$ cat src/fbsr_params.svh
`ifndef FBSR_PARAMS_SVH
`define FBSR_PARAMS_SVH

// ----------------------------------------
// Widths
// ----------------------------------------
`define FBSR_STAGES 4
`define FBSR_SYNC_W 7

// ----------------------------------------
// Reset values
// ----------------------------------------
`define FBSR_STAGE_RST 4'h0
`define FBSR_INV_RST 1'h1
`define FBSR_SYNC_RST 7'h00

// ----------------------------------------
// Field positions in the synchronised input word
// ----------------------------------------
`define FBSR_F_PAR_LO 0
`define FBSR_F_PAR_HI 3
`define FBSR_F_KN 4
`define FBSR_F_J 5
`define FBSR_F_MODE 6

`endif

$ cat src/fbsr_pkg.sv
`include "fbsr_params.svh"

package fbsr_pkg;

   // ----------------------------------------
   // Types
   // ----------------------------------------
   typedef logic [`FBSR_STAGES-1:0] fbsr_stage_t;
   typedef logic [`FBSR_SYNC_W-1:0] fbsr_sync_t;

   // Action of the serial pair on the first stage, keyed by {j, k_n}
   typedef enum logic [1:0] {
      FBSR_JK_CLEAR  = 2'h0,
      FBSR_JK_HOLD   = 2'h1,
      FBSR_JK_TOGGLE = 2'h2,
      FBSR_JK_SET    = 2'h3
   } fbsr_jk_e;

endpackage : fbsr_pkg

$ cat src/fbsr_sync.sv
`include "fbsr_params.svh"

module fbsr_sync (
   // Clock and reset
   input wire logic core_clk,
   input wire logic rst,
   // Pins in, synchronised word out
   input wire fbsr_pkg::fbsr_sync_t pin_in,
   output fbsr_pkg::fbsr_sync_t sync_out
);

   fbsr_pkg::fbsr_sync_t meta_reg;
   fbsr_pkg::fbsr_sync_t meta_next;
   fbsr_pkg::fbsr_sync_t sync_reg;
   fbsr_pkg::fbsr_sync_t sync_next;

   // ----------------------------------------
   // Two-stage synchroniser
   // ----------------------------------------
   always_comb begin
      meta_next = pin_in;
      sync_next = meta_reg;
   end

   always_ff @(posedge core_clk or posedge rst) begin
      if (rst) begin
         meta_reg <= `FBSR_SYNC_RST;
         sync_reg <= `FBSR_SYNC_RST;
      end else begin
         meta_reg <= meta_next;
         sync_reg <= sync_next;
      end
   end

   assign sync_out = sync_reg;

endmodule : fbsr_sync

$ cat src/fbsr_top.sv
// Contract
// RULE1: Mode pin high shifts, low loads parallel
// RULE2: Shift: first stage from pair, others move
// RULE3: Tied serial pair behaves as data input
// RULE4: Load: stages capture parallel, ignore serial
// RULE5: Parallel bit n lands on stage n
// RULE6: Board feeds back outputs for left shift
// RULE7: Clear low forces stages low immediately
// RULE8: Pair: clear, hold, toggle, set
`include "fbsr_params.svh"

module fbsr_top (
   // Clock and reset
   input wire logic core_clk,
   input wire logic rst,
   // Mode and serial pair
   input wire logic shift_not_load_select,
   input wire logic serial_j,
   input wire logic serial_k_n,
   // Parallel data
   input wire fbsr_pkg::fbsr_stage_t parallel_inputs,
   // Asynchronous clear
   input wire logic master_clear_low,
   // Stage outputs
   output fbsr_pkg::fbsr_stage_t stage_outputs,
   output logic last_stage_inv
);

   // ----------------------------------------
   // Input synchronisation
   // ----------------------------------------
   fbsr_pkg::fbsr_sync_t pin_word;
   fbsr_pkg::fbsr_sync_t sync_word;
   logic shift_s;
   logic j_s;
   logic kn_s;
   fbsr_pkg::fbsr_stage_t par_s;

   // Pins act on the stages two edges after they are sampled
   assign pin_word = {shift_not_load_select, serial_j, serial_k_n, parallel_inputs};

   fbsr_sync fbsr_sync_inst (
      .core_clk(core_clk),
      .rst(rst),
      .pin_in(pin_word),
      .sync_out(sync_word)
   );

   assign shift_s = sync_word[`FBSR_F_MODE];
   assign j_s = sync_word[`FBSR_F_J];
   assign kn_s = sync_word[`FBSR_F_KN];
   assign par_s = sync_word[`FBSR_F_PAR_HI:`FBSR_F_PAR_LO];

   // ----------------------------------------
   // Stage register
   // ----------------------------------------
   fbsr_pkg::fbsr_stage_t stage_reg;
   fbsr_pkg::fbsr_stage_t stage_next;
   logic [`FBSR_STAGES-1:1] shifted;
   logic last_inv_reg;
   logic last_inv_next;
   logic first_bit;
   logic clear_any;
   fbsr_pkg::fbsr_jk_e jk_act;

   // Clear release is not synchronised, so keep it away from clock edges
   // RULE7: clear acts without clock
   assign clear_any = rst | ~master_clear_low;

   // RULE2: move stages upward
   genvar gi;
   generate
      for (gi = 1; gi < `FBSR_STAGES; gi++) begin : g_move
         assign shifted[gi] = stage_reg[gi-1];
      end
   endgenerate

   assign jk_act = fbsr_pkg::fbsr_jk_e'({j_s, kn_s});

   always_comb begin
      first_bit = stage_reg[0];
      // RULE8: serial pair action
      // RULE3: tied pair gives data
      case (jk_act)
         fbsr_pkg::FBSR_JK_CLEAR: begin
            first_bit = 1'b0;
         end
         fbsr_pkg::FBSR_JK_HOLD: begin
            first_bit = stage_reg[0];
         end
         fbsr_pkg::FBSR_JK_TOGGLE: begin
            first_bit = ~stage_reg[0];
         end
         fbsr_pkg::FBSR_JK_SET: begin
            first_bit = 1'b1;
         end
         default: begin
            first_bit = stage_reg[0];
         end
      endcase
      // RULE1: mode select
      if (shift_s) begin
         stage_next = {shifted, first_bit};
      end else begin
         // RULE4: parallel capture
         // RULE5: same index load
         stage_next = par_s;
      end
      last_inv_next = ~stage_next[`FBSR_STAGES-1];
   end

   always_ff @(posedge core_clk or posedge clear_any) begin
      if (clear_any) begin
         stage_reg <= `FBSR_STAGE_RST;
         last_inv_reg <= `FBSR_INV_RST;
      end else begin
         stage_reg <= stage_next;
         last_inv_reg <= last_inv_next;
      end
   end

   assign stage_outputs = stage_reg;
   assign last_stage_inv = last_inv_reg;

   // RULE5: per-stage load
   generate
      for (gi = 0; gi < `FBSR_STAGES; gi++) begin : g_load_bit

      end
   endgenerate
endmodule : fbsr_top

$ cat config.mk
export PLATFORM = sky130hd
export DESIGN_NAME = fbsr_top
export DESIGN_NICKNAME = d
export VERILOG_FILES = /design/src/fbsr_pkg.sv /design/src/fbsr_sync.sv /design/src/fbsr_top.sv
export VERILOG_INCLUDE_DIRS = /design/src /design/src/src
export SDC_FILE = /design/constraint.sdc
export NUM_CORES = 1
export LEC_CHECK = 0
export BUFFER_PORTS_ARGS = -buffer_cell sky130_fd_sc_hd__buf_2
export CAP_MARGIN = 20
export CELL_PAD_IN_SITES_DETAIL_PLACEMENT = 1
export CELL_PAD_IN_SITES_GLOBAL_PLACEMENT = 2
export CORE_MARGIN = 2
export CORE_UTILIZATION = 33
export DETAILED_ROUTE_END_ITERATION = 8
export PLACE_DENSITY = 0.78
export SLEW_MARGIN = 20
export SYNTH_ARGS = -nofsm -noshare
export SYNTH_HDL_FRONTEND = slang
export SYNTH_SLANG_ARGS = --single-unit
$ cat constraint.sdc
create_clock -name core_clk -period 1.3 [get_ports core_clk]
set_clock_uncertainty 0.15 [all_clocks]
set_input_delay 0.195 -clock core_clk [delete_from_list [all_inputs] [get_ports core_clk]]
set_output_delay 0.195 -clock core_clk [all_outputs]
set_load 0.05 [all_outputs]
==> run_results.csv, run 1 <==
group,metric,value,unit
layout,multiInputGateArea,57.6,sq um
clock_tree,clock_latency,0.29,ns
pwr,irDropWorstVdd,0.717,mV
logic_synthesis,syn_area_per_cell,19.3,sq um
placement,dpl_worst_slack,0.219,ns
placement,gp_congestion,0.634,
pwr,p_seq_share,60.2,%
critical_path,r2r-end,"stage_outputs[1]$_DFF_PP0_",
critical_path,cp_max_fo,1,
min_path,hp-class,"reg2reg",
timing,worst_pin_slew,0.486,ns
route,dr.pass1.iters,2,
route,wl,899,um
timing,fmax,0.759,GHz
critical_path,worst_r2r_path_depth,1,
clock_tree,ctsHtreeMaxLevel,1,
logic_synthesis,syn_inst,28,
floorplan,start_util,35.6,%
pwr,p_sw_share,24.6,%
global_route,antenna_found_initial,0,
floorplan,die_height,44.5,um
floorplan,num_io_pins,15,
layout,n_antenna_cell,0,
route,ant_nets,0,
placement,port_buffers,14,
logic_synthesis,ys_types,8,
status,violations,"negative setup slack",
route,drt-wirelength-per-cell,12.7,um
placement,dpl.cell_count,58,
timing,relSlewSlack,67.6,%
logic_synthesis,yosysTopAreaCell,"dfrtp_1",
critical_path,end_kind,"output port",
global_route,track_usage,12.7,%
layout,synthToLayoutAreaGrowth,42.0,%
min_path,hold_depth,0,
timing,fin_crit,1.32,ns
logic_synthesis,synth_area_leaders,"dfrtp_1 83%, dfstp_2 4.8%, mux2_2 4.2%, mux2i_1 3.7%, inv_1 1.4%",
layout,layout.cells.non_filler,71,
route,viasPerCell,4.30,
pwr,power_frac_comb,13.7,%
logic_synthesis,yosysSeqAreaShare,88.0,%
timing,setup_viol,1,
global_route,grt_pass1_wl,1640,um
layout,fin_nets,66,
layout,layout_common_cells,"18 x dfrtp_1, 10 x buf_2, 9 x dlygate4sd3_1, 5 x clkbuf_4",
critical_path,critical_path_required,0.95,ns
pwr,netSwitchingPower,264,uW
logic_synthesis,synthXorXnorAreaFrac,0,%
critical_path,r2r_slack,0.22,ns
clock_tree,cts_made_buffers,3,
pwr,powerDensity,1400,mW/mm^2
logic_synthesis,synth_compound_area_share,0.924,%
critical_path,crit_buf_inv,1,
route,dr_total_vias,305,
floorplan,placementRows,14,
critical_path,crit_path_start_kind,"flip-flop",
critical_path,worstPathCellList,"buf_8",
critical_path,path_class,"reg2out",
min_path,min_to,"fbsr_sync_inst.sync_out[4]$_DFF_PP0_",
clock_tree,cts_tree,"built",
logic_synthesis,synthSimpleGateAreaFrac,1.85,%
critical_path,arrival,0.97,ns
timing,min_period_over_period,101,%
timing,setup_slack,-0.0169,ns
clock_tree,clock-root-buffer,"clkbuf_4",
layout,final_common_cell,"dfrtp_1",
layout,area.sequential,477,sq um
logic_synthesis,netlist_area,542,sq um
logic_synthesis,synth_fp_nets,38,
floorplan,fp.dieArea,0.00198,sq mm
floorplan,die_w,44.5,um
critical_path,crit_slowest_cell,"dfstp_2",
global_route,grt_max_degree,15,
min_path,worstHoldStart,"fbsr_sync_inst.meta_reg[4]$_DFF_PP0_",
status,status,"complete, but fails checks",
critical_path,slowest_delay,0.55,ns
pwr,clockPowerShare,26.1,%
layout,fillers,146,
logic_synthesis,synthAdderAreaFrac,0,%
logic_synthesis,ys_warn_count,0,
route,drc_errors,0,
clock_tree,cts.sinks,19,
placement,dpl.hpwl,591,um
layout,drive_above_1_share,36.4,%
global_route,grt_overflow,0,
clock_tree,clk_pin_slew,0.10,ns
pwr,power_leakage,0.000373,uW
logic_synthesis,synth_top_area_share,83.1,%
logic_synthesis,synth_top_family_by_area,"multiplexers",
timing,final_max_slew_viol_count,0,
timing,finalHoldViolations,0,
logic_synthesis,ys_ff_latch,19,
timing,fin_hold_ws,0.207,ns
logic_synthesis,synth_mux_area_share,7.85,%
timing,finalSetupTns,-0.0169,ns
clock_tree,cts_buffer_depth,2,
pwr,p_int,811,uW
timing,rsz0062_at_grt,"true",
run,cap_violations,0,
floorplan,core_region_area,0.00152,sq mm
global_route,first_global_vias,360,
critical_path,crit_family,"flip-flops",
critical_path,r2r_start,"fbsr_sync_inst.sync_out[6]$_DFF_PP0_",
route,drtIter0Drc,1,
clock_tree,cts_setup_buffers,0,
==> power groups by stage <==
| stage | Sequential [uW] | Clock (uW) | Combinational, uW |
|---|---|---|---|
| floorplan | 710 | 0 | 24.4 |
| global placement | 654 | 0 | 111 |
| detailed placement | 657 | 0 | 115 |
| CTS | 647 | 294 | 142 |
| global route | 652 | 334 | 160 |
| finish | 647 | 281 | 148 |
==> logic make-up (layout without fill, tap and decap cells) <==
group / after synthesis / after routing
AOI/OAI and AO/OA: 1 / 1
buffers and inverters: 2 / 29
DFF: 19 / 19
muxes: 4 / 4
and+or+nand+nor: 2 / 2
==> what timing repair did <==
item,4_1_cts,5_1_grt
endpoints found under the hold margin,25,0
resized for setup,3,4
cloned,0,0
setup endpoints to repair,2,4
hold buffers,9,0
==> synthesized netlist by cell type (all sizes together) <==
cell and number:
mux2i 2, dfrtp 18, nor2b 1, a21oi 1, inv 2, nor2 1, mux2 2, dfstp 1
==> through the flow <==
step	instance area (sq um)	utilization, %	power [uW]
after floorplan	542	-	734
after global placement	632	41.5	765
after detailed placement	632	41.5	773
after CTS	757	49.7	1080
after global routing	769	50.5	1140
final	769	50.5	1080
==> worst max path at each step <==
stage / startpoint / to / cells after the start
finish: last_stage_inv$_DFF_PP1_ / last_stage_inv / 1
global route: last_stage_inv$_DFF_PP1_ / last_stage_inv / 1
CTS: last_stage_inv$_DFF_PP1_ / last_stage_inv / 1
detailed placement: last_stage_inv$_DFF_PP1_ / last_stage_inv / 1
global placement: last_stage_inv$_DFF_PP1_ / last_stage_inv / 1
floorplan: stage_outputs[0]$_DFFE_PP0P_ / stage_outputs[0]$_DFFE_PP0P_ / 2
==> area by class of cell <==
cell class                 instances  share of cell area, %
sequential                        19                   62.0
timing repair buffer              23                   23.6
multi-input combinational          7                   7.48
clock buffer                       4                   3.41
tap                               16                   2.60
inverter                           2                  0.976
==> routing by layer <==
layer / global-route usage (%) / share of wire (%)
met1: 12.7 / 34
met2: 22.3 / 59
met3: 4.49 / 6.0
met4: 7.27 / 0.44
met5: 0 / 0
Power figures use the tool's default switching activity.
==> inputs of run 2 (changes only) <==
--- a/config.mk
+++ b/config.mk
@@ -11,10 +11,12 @@
 export CELL_PAD_IN_SITES_DETAIL_PLACEMENT = 1
 export CELL_PAD_IN_SITES_GLOBAL_PLACEMENT = 2
 export CORE_MARGIN = 2
-export CORE_UTILIZATION = 33
+export CORE_UTILIZATION = 36
+export CTS_BUF_LIST = sky130_fd_sc_hd__clkbuf_8
 export DETAILED_ROUTE_END_ITERATION = 8
-export PLACE_DENSITY = 0.78
+export PLACE_DENSITY = 0.83
 export SLEW_MARGIN = 20
 export SYNTH_ARGS = -nofsm -noshare
 export SYNTH_HDL_FRONTEND = slang
 export SYNTH_SLANG_ARGS = --single-unit
+export TNS_END_PERCENT = 50
==> run_results.csv, run 2 (same netlist as run 1, synthesis figures left out) <==
group,metric,value,unit
layout,n_antenna_cell,0,
clock_tree,clk_pin_slew,0.07,ns
global_route,antenna_found_initial,0,
timing,worst_pin_slew,0.491,ns
clock_tree,cts_tree,"built",
critical_path,crit_path_start_kind,"flip-flop",
layout,layout.cells.non_filler,70,
clock_tree,cts.sinks,19,
critical_path,crit_slowest_cell,"dfstp_2",
critical_path,path_class,"reg2out",
floorplan,core_region_area,0.00135,sq mm
placement,placed_area,631,sq um
route,ant_nets,0,
layout,synthToLayoutAreaGrowth,42.7,%
run,cap_violations,0,
timing,min_period_over_period,98.1,%
min_path,worstHoldStart,"fbsr_sync_inst.meta_reg[5]$_DFF_PP0_",
timing,fmax,0.784,GHz
global_route,first_global_vias,349,
route,drc_errors,0,
layout,stdcell_area,773,sq um
placement,port_buffers,14,
clock_tree,ctsHtreeMaxLevel,1,
timing,rsz0062_at_grt,"true",
clock_tree,cts_buffer_depth,2,
global_route,track_usage,11.4,%
pwr,irDropWorstVdd,0.775,mV
floorplan,die_w,42.8,um
critical_path,critical_path_required,0.95,ns
critical_path,end_kind,"output port",
layout,fillers,131,
clock_tree,cts_setup_buffers,0,
critical_path,slowest_delay,0.53,ns
clock_tree,cts_made_buffers,3,
min_path,hp-class,"reg2reg",
critical_path,cp_max_fo,1,
min_path,hold_depth,0,
route,drt-wirelength-per-cell,11.5,um
critical_path,crit_family,"flip-flops",
critical_path,r2r-end,"stage_outputs[1]$_DFF_PP0_",
timing,finalHoldViolations,0,
status,status,"complete, no violations",
timing,fin_crit,1.27,ns
layout,final_common_cell,"dfrtp_1",
placement,dpl.cell_count,57,
critical_path,arrival,0.93,ns
clock_tree,clock_latency,0.25,ns
floorplan,num_io_pins,15,
critical_path,crit_buf_inv,1,
critical_path,r2r_start,"fbsr_sync_inst.sync_out[6]$_DFF_PP0_",
global_route,grt_pass1_wl,1500,um
layout,final_util,57.3,%
floorplan,start_util,40.1,%
layout,layout_common_cells,"18 x dfrtp_1, 13 x buf_2, 9 x dlygate4sd3_1, 3 x clkbuf_8",
global_route,grt_overflow,0,
route,dr_total_vias,304,
floorplan,die_height,42.8,um
layout,drive_above_1_share,38.2,%
route,wl,802,um
timing,final_max_slew_viol_count,0,
global_route,grt_max_degree,15,
floorplan,fp.dieArea,0.00183,sq mm
clock_tree,clock-root-buffer,"clkbuf_8",
pwr,powerDensity,1520,mW/mm^2
floorplan,placementRows,13,
route,viasPerCell,4.34,
timing,fin_hold_ws,0.201,ns
timing,setup_viol,0,
pwr,power_leakage,0.000378,uW
critical_path,worstPathCellList,"buf_6",
route,dr.pass1.iters,1,
min_path,min_to,"fbsr_sync_inst.sync_out[5]$_DFF_PP0_",
timing,relSlewSlack,67.3,%
critical_path,worst_r2r_path_depth,1,
critical_path,r2r_slack,0.24,ns
placement,gp_congestion,0.629,
timing,finalSetupTns,0,ns
route,drtIter0Drc,0,
layout,fin_nets,66,
[run 2: cell count changes in the layout (fill, tap and decap cells not counted), sizes merged]
cell	previous run	this run
clkbuf	6	3
buf	12	14
clkinv	0	1
[run 2: how the worst max path moves through the flow]
stage	depth (start not counted)	slack, ns	startpoint	endpoint
2_1_floorplan	2	0.09	stage_outputs[0]$_DFFE_PP0P_	stage_outputs[0]$_DFFE_PP0P_
3_3_place_gp	1	0.22	last_stage_inv$_DFF_PP1_	last_stage_inv
3_5_place_dp	1	0.20	last_stage_inv$_DFF_PP1_	last_stage_inv
4_1_cts	1	0.02	last_stage_inv$_DFF_PP1_	last_stage_inv
5_1_grt	1	-0.006	last_stage_inv$_DFF_PP1_	last_stage_inv
6_report	1	0.03	last_stage_inv$_DFF_PP1_	last_stage_inv
[run 2: power breakdown]
| group | leakage, uW | total (uW) | switching [uW] | internal (uW) |
|---|---|---|---|---|
| Clock | 0.0000255 | 388 | 176 | 212 |
| Combinational | 0.000130 | 137 | 84.3 | 52.9 |
| Sequential | 0.000222 | 646 | 15.6 | 631 |
| Total | 0.000378 | 1170 | 276 | 896 |
[run 2: final cells by class]
type	count	area, sq um	area share (%)
timing repair buffer	23	166	21.5
clock inverter	1	5.00	0.647
sequential	19	477	61.7
multi-input combinational	7	57.6	7.44
tap	15	18.8	2.43
inverter	2	7.51	0.971
clock buffer	3	41.3	5.34
[run 2: per-layer routing]
| metal | part of all wire (%) | vias to the layer above | GRT usage (%) |
|---|---|---|---|
| met3 | 8.1 | 0 | 4.68 |
| met2 | 51 | 13 | 18.8 |
| met5 | 0 | - | 0 |
| met4 | 0 | 0 | 5.63 |
| met1 | 40 | 149 | 12.5 |
| li1 | - | 142 | - |
[run 2: repair_timing]
action	4_1_cts	5_1_grt
hold endpoints to repair	25	0
pin swaps	0	0
resized for setup	2	0
setup endpoints to repair	1	1
hold buffers	9	0
[run 2: metrics by stage]
stage                     setup WS, ns  power, uW
after floorplan                 0.0938        734
after global placement           0.217        765
after detailed placement         0.201        772
after CTS                       0.0154       1190
after global routing          -0.00643       1230
final                           0.0251       1170
